===== src/hdl/tick_timer_pkg.sv =====
// Constants, field positions and types of the system tick timer.
// Assumes an AXI4-Lite master with 32-bit data and word-aligned offsets.
package tick_timer_pkg;

  localparam int unsigned ADDR_W = 12;
  localparam int unsigned CNT_W = 24;

  localparam logic [11:0] OFF_CTRL = 12'h010;
  localparam logic [11:0] OFF_RELOAD = 12'h014;
  localparam logic [11:0] OFF_CURRENT = 12'h018;
  localparam logic [11:0] OFF_CAL = 12'h01c;
  localparam logic [11:0] OFF_IRQ_STATUS = 12'h020;
  localparam logic [11:0] OFF_IRQ_MASK = 12'h024;

  localparam int unsigned BIT_ENABLE = 0;
  localparam int unsigned BIT_EXC_REQ = 1;
  localparam int unsigned BIT_CLK_SEL = 2;
  localparam int unsigned BIT_FLAG = 16;
  localparam int unsigned BIT_REFERENCE_ABSENT_INDICATOR = 31;
  localparam int unsigned BIT_INEXACT = 30;

  localparam logic [23:0] TEN_MS_VALUE = 24'h0009c4;
  localparam logic [5:0] REF_DIV = 6'h20;
  localparam logic [4:0] REF_DIV_LAST = 5'h1f;

  localparam logic [1:0] RESP_OKAY = 2'h0;
  localparam logic [1:0] RESP_SLVERR = 2'h2;

  localparam logic [31:0] WORD_ZERO = 32'h00000000;
  localparam logic [23:0] CNT_ZERO = 24'h000000;
  localparam logic [23:0] CNT_ONE = 24'h000001;

  typedef struct packed {
    logic clk_sel;
    logic exc_req;
    logic enable;
  } ctrl_t;

  localparam ctrl_t CTRL_RESET = '{clk_sel: 1'b0, exc_req: 1'b0, enable: 1'b0};

  typedef enum logic [2:0] {
    SEL_NONE = 3'b000,
    SEL_CTRL = 3'b001,
    SEL_RELOAD = 3'b010,
    SEL_CURRENT = 3'b011,
    SEL_CAL = 3'b100,
    SEL_IRQ_STATUS = 3'b101,
    SEL_IRQ_MASK = 3'b110
  } reg_sel_t;

endpackage


===== src/hdl/system_tick_timer.sv =====
// System tick timer: 24-bit down counter with reload, behind AXI4-Lite.
// Assumes osc_tick is a one-cycle pulse per oscillator period, already
// chosen by the clock generator's oscillator_select, synchronous to aclk.
//
// Behaviour
// - Flag shows zero reached since last read.
// - A read of control clears the flag, unless zero is reached in that cycle.
// - Bit 2 picks reference or CPU clock.
// - Bit 1 lets zero pend tick exception.
// - Enabling loads reload value and starts counting.
// - Reload holds 24 bits, copied at zero.
// - Current value reads live count, upper zero.
// - Any write to current clears counter.
// - Writing current also clears the flag.
// - Calibration bit 31 shows reference absence.
// - Calibration bit 30 shows inexact calibration.
// - Calibration low field reads ten-ms constant.
// - Reference tick is oscillator divided by 32.
module system_tick_timer #(
  parameter logic REF_ABSENT = 1'b0,
  parameter logic CAL_INEXACT = 1'b0
) (
  input wire logic aclk,
  input wire logic aresetn,
  input wire logic osc_tick,
  input wire logic [tick_timer_pkg::ADDR_W-1:0] awaddr,
  input wire logic [2:0] awprot,
  input wire logic awvalid,
  output logic awready,
  input wire logic [31:0] wdata,
  input wire logic [3:0] wstrb,
  input wire logic wvalid,
  output logic wready,
  output logic [1:0] bresp,
  output logic bvalid,
  input wire logic bready,
  input wire logic [tick_timer_pkg::ADDR_W-1:0] araddr,
  input wire logic [2:0] arprot,
  input wire logic arvalid,
  output logic arready,
  output logic [31:0] rdata,
  output logic [1:0] rresp,
  output logic rvalid,
  input wire logic rready,
  output logic tick_pend,
  output logic irq
);

  function automatic tick_timer_pkg::reg_sel_t decode(
    input logic [tick_timer_pkg::ADDR_W-1:0] a
  );
    if (a[11:2] == tick_timer_pkg::OFF_CTRL[11:2]) begin
      decode = tick_timer_pkg::SEL_CTRL;
    end else if (a[11:2] == tick_timer_pkg::OFF_RELOAD[11:2]) begin
      decode = tick_timer_pkg::SEL_RELOAD;
    end else if (a[11:2] == tick_timer_pkg::OFF_CURRENT[11:2]) begin
      decode = tick_timer_pkg::SEL_CURRENT;
    end else if (a[11:2] == tick_timer_pkg::OFF_CAL[11:2]) begin
      decode = tick_timer_pkg::SEL_CAL;
    end else if (a[11:2] == tick_timer_pkg::OFF_IRQ_STATUS[11:2]) begin
      decode = tick_timer_pkg::SEL_IRQ_STATUS;
    end else if (a[11:2] == tick_timer_pkg::OFF_IRQ_MASK[11:2]) begin
      decode = tick_timer_pkg::SEL_IRQ_MASK;
    end else begin
      decode = tick_timer_pkg::SEL_NONE;
    end
  endfunction

  function automatic logic [31:0] merge(
    input logic [31:0] old,
    input logic [31:0] data,
    input logic [3:0] strb
  );
    merge = old;
    for (int i = 0; i < 4; i++) begin
      if (strb[i]) begin
        merge[8*i +: 8] = data[8*i +: 8];
      end
    end
  endfunction

  // Write channel holding registers; the address and data are taken in
  // either order and the write is carried out once both are present.
  logic [tick_timer_pkg::ADDR_W-1:0] aw_addr;
  logic [31:0] w_data;
  logic [3:0] w_strb;
  logic wr_go;
  tick_timer_pkg::reg_sel_t wr_sel;
  tick_timer_pkg::reg_sel_t rd_sel;
  logic rd_go;

  tick_timer_pkg::ctrl_t ctrl;
  tick_timer_pkg::ctrl_t next_ctrl;
  logic [23:0] reload;
  logic [23:0] current;
  logic count_flag;
  logic irq_status;
  logic irq_mask;
  logic [4:0] div_cnt;
  logic ref_tick;
  logic tick;
  logic zero_hit;
  logic wr_cur;
  logic rd_ctrl;
  logic en_load;
  logic [31:0] ctrl_word;
  logic [31:0] merged;
  logic [31:0] reload_merged;

  assign wr_go = !awready && !wready && !bvalid;
  assign wr_sel = decode(aw_addr);
  assign rd_go = arvalid && arready;
  assign rd_sel = decode(araddr);
  assign wr_cur = wr_go && (wr_sel == tick_timer_pkg::SEL_CURRENT);
  assign rd_ctrl = rd_go && (rd_sel == tick_timer_pkg::SEL_CTRL);

  always_comb begin
    ctrl_word = tick_timer_pkg::WORD_ZERO;
    ctrl_word[tick_timer_pkg::BIT_ENABLE] = ctrl.enable;
    ctrl_word[tick_timer_pkg::BIT_EXC_REQ] = ctrl.exc_req;
    ctrl_word[tick_timer_pkg::BIT_CLK_SEL] = ctrl.clk_sel;
    ctrl_word[tick_timer_pkg::BIT_FLAG] = count_flag;
  end

  assign merged = merge(ctrl_word, w_data, w_strb);
  assign reload_merged = merge({8'h00, reload}, w_data, w_strb);

  always_comb begin
    next_ctrl.enable = merged[tick_timer_pkg::BIT_ENABLE];
    next_ctrl.exc_req = merged[tick_timer_pkg::BIT_EXC_REQ];
    next_ctrl.clk_sel = merged[tick_timer_pkg::BIT_CLK_SEL];
  end

  // Only a rising enable loads the counter, so rewriting the other
  // control bits while running does not restart the period.
  assign en_load = wr_go && (wr_sel == tick_timer_pkg::SEL_CTRL)
    && next_ctrl.enable && !ctrl.enable;

  always_ff @(posedge aclk) begin
    if (!aresetn) begin
      awready <= 1'b1;
      aw_addr <= '0;
    end else if (awvalid && awready) begin
      awready <= 1'b0;
      aw_addr <= awaddr;
    end else if (wr_go) begin
      awready <= 1'b1;
    end
  end

  always_ff @(posedge aclk) begin
    if (!aresetn) begin
      wready <= 1'b1;
      w_data <= tick_timer_pkg::WORD_ZERO;
      w_strb <= 4'h0;
    end else if (wvalid && wready) begin
      wready <= 1'b0;
      w_data <= wdata;
      w_strb <= wstrb;
    end else if (wr_go) begin
      wready <= 1'b1;
    end
  end

  always_ff @(posedge aclk) begin
    if (!aresetn) begin
      bvalid <= 1'b0;
      bresp <= tick_timer_pkg::RESP_OKAY;
    end else if (wr_go) begin
      bvalid <= 1'b1;
      if (wr_sel == tick_timer_pkg::SEL_NONE) begin
        bresp <= tick_timer_pkg::RESP_SLVERR;
      end else begin
        bresp <= tick_timer_pkg::RESP_OKAY;
      end
    end else if (bready) begin
      bvalid <= 1'b0;
    end
  end

  always_ff @(posedge aclk) begin
    if (!aresetn) begin
      arready <= 1'b1;
      rvalid <= 1'b0;
      rdata <= tick_timer_pkg::WORD_ZERO;
      rresp <= tick_timer_pkg::RESP_OKAY;
    end else if (rd_go) begin
      arready <= 1'b0;
      rvalid <= 1'b1;
      rresp <= tick_timer_pkg::RESP_OKAY;
      rdata <= tick_timer_pkg::WORD_ZERO;
      if (rd_sel == tick_timer_pkg::SEL_CTRL) begin
        rdata <= ctrl_word;
      end else if (rd_sel == tick_timer_pkg::SEL_RELOAD) begin
        rdata[23:0] <= reload;
      end else if (rd_sel == tick_timer_pkg::SEL_CURRENT) begin
        rdata[23:0] <= current;
      end else if (rd_sel == tick_timer_pkg::SEL_CAL) begin
        rdata[tick_timer_pkg::BIT_REFERENCE_ABSENT_INDICATOR] <= REF_ABSENT;
        rdata[tick_timer_pkg::BIT_INEXACT] <= CAL_INEXACT;
        rdata[23:0] <= tick_timer_pkg::TEN_MS_VALUE;
      end else if (rd_sel == tick_timer_pkg::SEL_IRQ_STATUS) begin
        rdata[0] <= irq_status;
      end else if (rd_sel == tick_timer_pkg::SEL_IRQ_MASK) begin
        rdata[0] <= irq_mask;
      end else begin
        rresp <= tick_timer_pkg::RESP_SLVERR;
      end
    end else if (rvalid && rready) begin
      rvalid <= 1'b0;
      arready <= 1'b1;
    end
  end

  always_ff @(posedge aclk) begin
    if (!aresetn) begin
      ctrl <= tick_timer_pkg::CTRL_RESET;
    end else if (wr_go && (wr_sel == tick_timer_pkg::SEL_CTRL)) begin
      ctrl <= next_ctrl;
    end
  end

  always_ff @(posedge aclk) begin
    if (!aresetn) begin
      reload <= tick_timer_pkg::CNT_ZERO;
    end else if (wr_go && (wr_sel == tick_timer_pkg::SEL_RELOAD)) begin
      reload <= reload_merged[23:0];
    end
  end

  // The oscillator pulses are counted modulo 32 to form the reference.
  always_ff @(posedge aclk) begin
    if (!aresetn) begin
      div_cnt <= 5'h00;
    end else if (osc_tick) begin
      div_cnt <= div_cnt + 5'h01;
    end
  end

  assign ref_tick = osc_tick && (div_cnt == tick_timer_pkg::REF_DIV_LAST);
  assign tick = ctrl.enable && (ctrl.clk_sel || ref_tick);
  assign zero_hit = tick && (current == tick_timer_pkg::CNT_ONE) && !wr_cur;

  // A write to the current value wins over a tick in the same cycle.
  always_ff @(posedge aclk) begin
    if (!aresetn) begin
      current <= tick_timer_pkg::CNT_ZERO;
    end else if (wr_cur) begin
      current <= tick_timer_pkg::CNT_ZERO;
    end else if (en_load) begin
      current <= reload;
    end else if (tick) begin
      if (current == tick_timer_pkg::CNT_ZERO) begin
        current <= reload;
      end else begin
        current <= current - tick_timer_pkg::CNT_ONE;
      end
    end
  end

  // The flag is set in the cycle the count goes from one to zero; a set
  // that meets a clearing read wins, so no event is lost; a current write suppresses the set.
  always_ff @(posedge aclk) begin
    if (!aresetn) begin
      count_flag <= 1'b0;
    end else if (zero_hit) begin
      count_flag <= 1'b1;
    end else if (rd_ctrl || wr_cur) begin
      count_flag <= 1'b0;
    end
  end

  always_ff @(posedge aclk) begin
    if (!aresetn) begin
      tick_pend <= 1'b0;
    end else begin
      tick_pend <= zero_hit && ctrl.exc_req;
    end
  end

  always_ff @(posedge aclk) begin
    if (!aresetn) begin
      irq_status <= 1'b0;
    end else if (zero_hit) begin
      irq_status <= 1'b1;
    end else if (wr_go && (wr_sel == tick_timer_pkg::SEL_IRQ_STATUS)
                 && w_strb[0] && w_data[0]) begin
      irq_status <= 1'b0;
    end
  end

  always_ff @(posedge aclk) begin
    if (!aresetn) begin
      irq_mask <= 1'b0;
    end else if (wr_go && (wr_sel == tick_timer_pkg::SEL_IRQ_MASK) && w_strb[0]) begin
      irq_mask <= w_data[0];
    end
  end

  always_ff @(posedge aclk) begin
    if (!aresetn) begin
      irq <= 1'b0;
    end else begin
      irq <= irq_status && irq_mask;
    end
  end
endmodule // system_tick_timer


===== config.mk =====
export PLATFORM = sky130hd
export DESIGN_NAME = system_tick_timer
export DESIGN_NICKNAME = d
export VERILOG_FILES = /design/src/hdl/tick_timer_pkg.sv /design/src/hdl/system_tick_timer.sv
export SDC_FILE = /design/constraint.sdc
export NUM_CORES = 1
export LEC_CHECK = 0
export BUFFER_PORTS_ARGS = -buffer_cell sky130_fd_sc_hd__buf_2
export CAP_MARGIN = 20
export CORE_UTILIZATION = 45
export CTS_BUF_LIST = sky130_fd_sc_hd__clkbuf_8 sky130_fd_sc_hd__clkbuf_16
export CTS_CLUSTER_DIAMETER = 120
export CTS_CLUSTER_SIZE = 25
export DETAILED_ROUTE_END_ITERATION = 12
export GPL_TIMING_DRIVEN = 0
export PLACE_DENSITY = 0.72
export RECOVER_POWER = 25
export SYNTH_ARGS = -nofsm -noshare
export SYNTH_HDL_FRONTEND = slang
export SYNTH_SLANG_ARGS = --single-unit
export TNS_END_PERCENT = 50

===== constraint.sdc =====
create_clock -name aclk -period 4.42 [get_ports aclk]
set_input_delay 0.884 -clock aclk [delete_from_list [all_inputs] [get_ports aclk]]
set_output_delay 0.884 -clock aclk [all_outputs]
set_load 0.005 [all_outputs]

==> impl_results.html <==
<table>
<tr><th>Metric</th><th>Value</th></tr>
<tr><th colspan="2">Yosys</th></tr>
<tr><td>Count of different cell masters after synthesis</td><td>67</td></tr>
<tr><td>Library cell occupying the most area in the post-synthesis netlist</td><td>dfxtp_1</td></tr>
<tr><td>Flip-flop and latch count after synthesis</td><td>129</td></tr>
<tr><td>Post-synthesis average cell area</td><td>8.27 um^2</td></tr>
<tr><td>Largest cells by area after synthesis</td><td>dfxtp_1 (44%), nand2_1 (7.7%), a21oi_1 (5.6%)</td></tr>
<tr><td>Synth Instances</td><td>710</td></tr>
<tr><td>Post-synth design cell area</td><td>5870 um^2</td></tr>
<tr><td>Number of warnings reported in the yosys synthesis log</td><td>0</td></tr>
<tr><td>Fraction of the yosys area taken by sequential cells</td><td>44.0%</td></tr>
<tr><td>Number of synthesized flops with an enable pin</td><td>0</td></tr>
<tr><td>Top-area cell type share of the netlist area</td><td>44.0%</td></tr>
<tr><td>Fraction of registers with async set/reset</td><td>0%</td></tr>
<tr><td>Dominant synthesized flop cell</td><td>dfxtp_1</td></tr>
<tr><th colspan="2">Drt</th></tr>
<tr><td>ANT nets after route</td><td>0</td></tr>
<tr><td>Number of DRC violations after detailed-routing iteration 0</td><td>384</td></tr>
<tr><td>Number of iterations in the first detailed-routing pass</td><td>5</td></tr>
<tr><td>Overall routed net length</td><td>16300 um</td></tr>
<tr><td>Drt drc</td><td>0</td></tr>
<tr><td>Routed wirelength normalized by instance count</td><td>16.2 um</td></tr>
<tr><td>DR vias/cell</td><td>5.54</td></tr>
<tr><td>Overall via count from detail_route</td><td>5587</td></tr>
<tr><th colspan="2">STA</th></tr>
<tr><td>Achievable frequency</td><td>332 MHz</td></tr>
<tr><td>Transition time at the pin with the least slew margin</td><td>0.948 ns</td></tr>
<tr><td>Min Clock Period, post-route</td><td>3.01 ns</td></tr>
<tr><td>Post-Route Setup TNS</td><td>0 ns</td></tr>
<tr><td>Finish-stage setup viols</td><td>0</td></tr>
<tr><td>Smallest setup slack after layout</td><td>1.41 ns</td></tr>
<tr><td>Clk_skew</td><td>0.00465 ns</td></tr>
<tr><td>Setup repair after global routing missed its margin</td><td>false</td></tr>
<tr><td>Worst hold-check slack</td><td>0.449 ns</td></tr>
<tr><td>Max-slew violation total from the final report</td><td>0</td></tr>
<tr><td>Relative max-transition margin</td><td>36.2%</td></tr>
<tr><td>Final critical-path share of the clock period</td><td>68.2%</td></tr>
<tr><td>Final-report hold violation count</td><td>0</td></tr>
<tr><th colspan="2">CTS</th></tr>
<tr><td>Clock latency of the later-clocked register in the worst-skew pair</td><td>0.42 ns</td></tr>
<tr><td>Num CTS Buffers</td><td>17</td></tr>
<tr><td>Number of hold buffers added after CTS</td><td>0</td></tr>
<tr><td>CTS Sinks</td><td>129</td></tr>
<tr><td>CTS tree</td><td>built</td></tr>
<tr><td>Number of setup buffers added after CTS</td><td>0</td></tr>
<tr><td>Quantity of gates resized following cts</td><td>0</td></tr>
<tr><td>H-tree depth</td><td>4</td></tr>
<tr><td>Clock Path Buffers</td><td>2</td></tr>
<tr><td>Clock slew at reported path FFs</td><td>0.06 ns</td></tr>
<tr><td>Clk root buf</td><td>clkbuf_16</td></tr>
<tr><th colspan="2">Worst setup path</th></tr>
<tr><td>Crit path buf inv count</td><td>2</td></tr>
<tr><td>Top cell family by delay on the critical path</td><td>simple AND/OR/NAND/NOR gates</td></tr>
<tr><td>List of cells traversed by the critical path</td><td>buf_2 &gt; nor4_1 &gt; nand2_1 &gt; nor2_1 &gt; clkbuf_1 &gt; a221oi_1 &gt; o21ai_0 &gt; and2_1</td></tr>
<tr><td>Worst path max stage delay</td><td>0.81 ns</td></tr>
<tr><td>Category of the worst setup path launch point</td><td>input pin</td></tr>
<tr><td>CP Capture Type</td><td>flip-flop</td></tr>
<tr><td>Cell at the slowest stage of the critical path</td><td>nor4_1</td></tr>
<tr><td>WS Path Type</td><td>in2reg</td></tr>
<tr><td>Required arrival time at the worst endpoint</td><td>4.79 ns</td></tr>
<tr><td>Startpoint of the most critical setup path</td><td>araddr[7]</td></tr>
<tr><td>Maximum fanout encountered on the critical timing path</td><td>10</td></tr>
<tr><td>Worst r2r src</td><td>aw_addr[9]</td></tr>
<tr><td>Worst endpoint data arrival time</td><td>3.38 ns</td></tr>
<tr><th colspan="2">Layout</th></tr>
<tr><td>Fraction of layout cells with a size suffix above 1</td><td>16.1%</td></tr>
<tr><td>Count of fill cells added during filler insertion</td><td>1238</td></tr>
<tr><td>Final Instance Area</td><td>7090 um^2</td></tr>
<tr><td>Area occupied by multi-input gates</td><td>3050 um^2</td></tr>
<tr><td>Most common library cell in the layout ignoring fill and taps</td><td>dfxtp_1</td></tr>
<tr><td>Sequential standard cell area</td><td>2580 um^2</td></tr>
<tr><td>Highest-count cells in the layout ignoring fill and taps</td><td>dfxtp_1 (129), nand2_1 (120), nor2_1 (76), buf_2 (74), a21oi_1 (66)</td></tr>
<tr><td># diodes</td><td>0</td></tr>
<tr><td>Total number of nets in the final design</td><td>902</td></tr>
<tr><td>Layout overhead on the synthesized area</td><td>20.7%</td></tr>
<tr><th colspan="2">Global routing</th></tr>
<tr><td>Wire length of the first global-routing pass</td><td>26600 um</td></tr>
<tr><td>Grt ovf</td><td>0</td></tr>
<tr><td>Number of global-route vias before repair</td><td>5261</td></tr>
<tr><td>Maximum number of pins on one net before global-route repair</td><td>17</td></tr>
<tr><td>Initial antenna violation count</td><td>0</td></tr>
<tr><td>Global-route total usage across every layer</td><td>25.9%</td></tr>
<tr><th colspan="2">Die</th></tr>
<tr><td>I/O pin count</td><td>117</td></tr>
<tr><td>Starting density of the core</td><td>46.4%</td></tr>
<tr><td>Die Wd</td><td>116 um</td></tr>
<tr><td>Placement Rows</td><td>41</td></tr>
<tr><td>Vertical die dimension</td><td>116 um</td></tr>
<tr><td>CORE AREA</td><td>12700 um^2</td></tr>
<tr><td>Total die area</td><td>13500 um^2</td></tr>
<tr><th colspan="2">Power</th></tr>
<tr><td>Power density over the cells</td><td>380 nW/um^2</td></tr>
<tr><td>Leakage component of the power</td><td>2.91 nW</td></tr>
<tr><td>Total power draw</td><td>0.00269 W</td></tr>
<tr><td>IR drop worst, VDD</td><td>0.183 mV</td></tr>
<tr><th colspan="2">Placed design</th></tr>
<tr><td>DP Wirelength</td><td>12000 um</td></tr>
<tr><td>Instance area at placement</td><td>6550 um^2</td></tr>
<tr><td>Post-placement worst setup slack</td><td>1.10 ns</td></tr>
<tr><td>Global placer's final weighted congestion</td><td>0.919</td></tr>
<tr><td>Number of I/O port buffers</td><td>85</td></tr>
<tr><th colspan="2">Job</th></tr>
<tr><td>MaxCap Viol Count</td><td>0</td></tr>
<tr><th colspan="2">Min path</th></tr>
<tr><td>Worst hold path type</td><td>reg2reg</td></tr>
<tr><td>HP Start</td><td>aw_addr[11]</td></tr>
<tr><th colspan="2">Status</th></tr>
<tr><td>Outcome</td><td>completed</td></tr>
</table>
-- layout make-up --
class | count | share of cell area [%]
Timing Repair Buffer | 85 | 5.74
Tap cell | 172 | 3.04
Sequential cell | 129 | 36.4
Clock inverter | 12 | 1.31
Inverter | 5 | 0.265
Clock buffer | 20 | 6.58
Multi-Input combinational cell | 533 | 43.0
Buffer | 52 | 3.67
-- per-stage QoR --
step,instances,util (%)
after global routing,1008,55.9
after detailed placement,976,51.7
after floorplan,719,-
after CTS,1008,56.1
final,1008,55.9
after global placement,976,51.7
-- power breakdown --
part / switching, W / leakage (nW) / internal [W] / total [W]
clock: 0.000503 / 0.282 / 0.000807 / 0.00131
combinational: 0.000102 / 1.58 / 0.0000658 / 0.000167
sequential: 0.0000206 / 1.05 / 0.00119 / 0.00121
-- logic make-up after synthesis --
| kind of cell | Yosys count | share of synthesized area [%] |
|---|---|---|
| AO/OA/AOI/OAI | 178 | 19.7 |
| adder cells (fa/ha/maj) | 5 | 1.07 |
| XOR/XNOR | 3 | 0.447 |
| other | 1 | 0.0639 |
| multiplexers | 28 | 4.77 |
| buffers and inverters | 57 | 4.75 |
| flip-flops | 129 | 44.0 |
| AND/OR/NAND/NOR | 309 | 25.2 |
-- worst register-to-register path, stage by stage, from the launching register on --
cell      delay [ns]
dfxtp_1         0.31
nor4_1          0.42
nand2_1         0.20
o41ai_2         0.75
clkbuf_1        0.51
nor3_1          0.16
a22oi_1         0.19
nand2_1         0.07
-- per-layer routing --
metal	global-route usage, %	wire length (um)
met4	11.0	385
met5	0	0
met1	34.0	7390
met3	6.28	1080
met2	40.6	7440
-- flip-flops by register name, summed over array words and instances, names as in the netlist, 3 cells and up --
register	count
rdata	24
aw_addr	10
reload	24
ctrl	3
div_cnt	5
current	24
w_strb	3
w_data	24
-- path summary, 6_finish.rpt --
check                              endpoint  slack [ns]  depth (start not counted)
worst min-delay path            aw_addr[11]        0.45                          2
worst min register to register  aw_addr[11]        0.45                          2
worst max-delay path              rdata[11]        1.41                          8
worst max register to register  current[14]        1.71                          7
-- cell usage after synthesis, types with 7 or more instances --
cell / instances
dfxtp_1: 129
nand2_1: 120
nor2_1: 76
a21oi_1: 66
clkbuf_1: 33
o21ai_0: 29
mux2i_1: 28
a22oi_1: 23
nand3_1: 22
nor3_1: 18
a2bb2oi_1: 14
nor4_1: 12
buf_4: 10
nand2b_1: 10
and2_1: 8
and3_1: 7
Note: power is estimated with default switching activity, not from simulation.
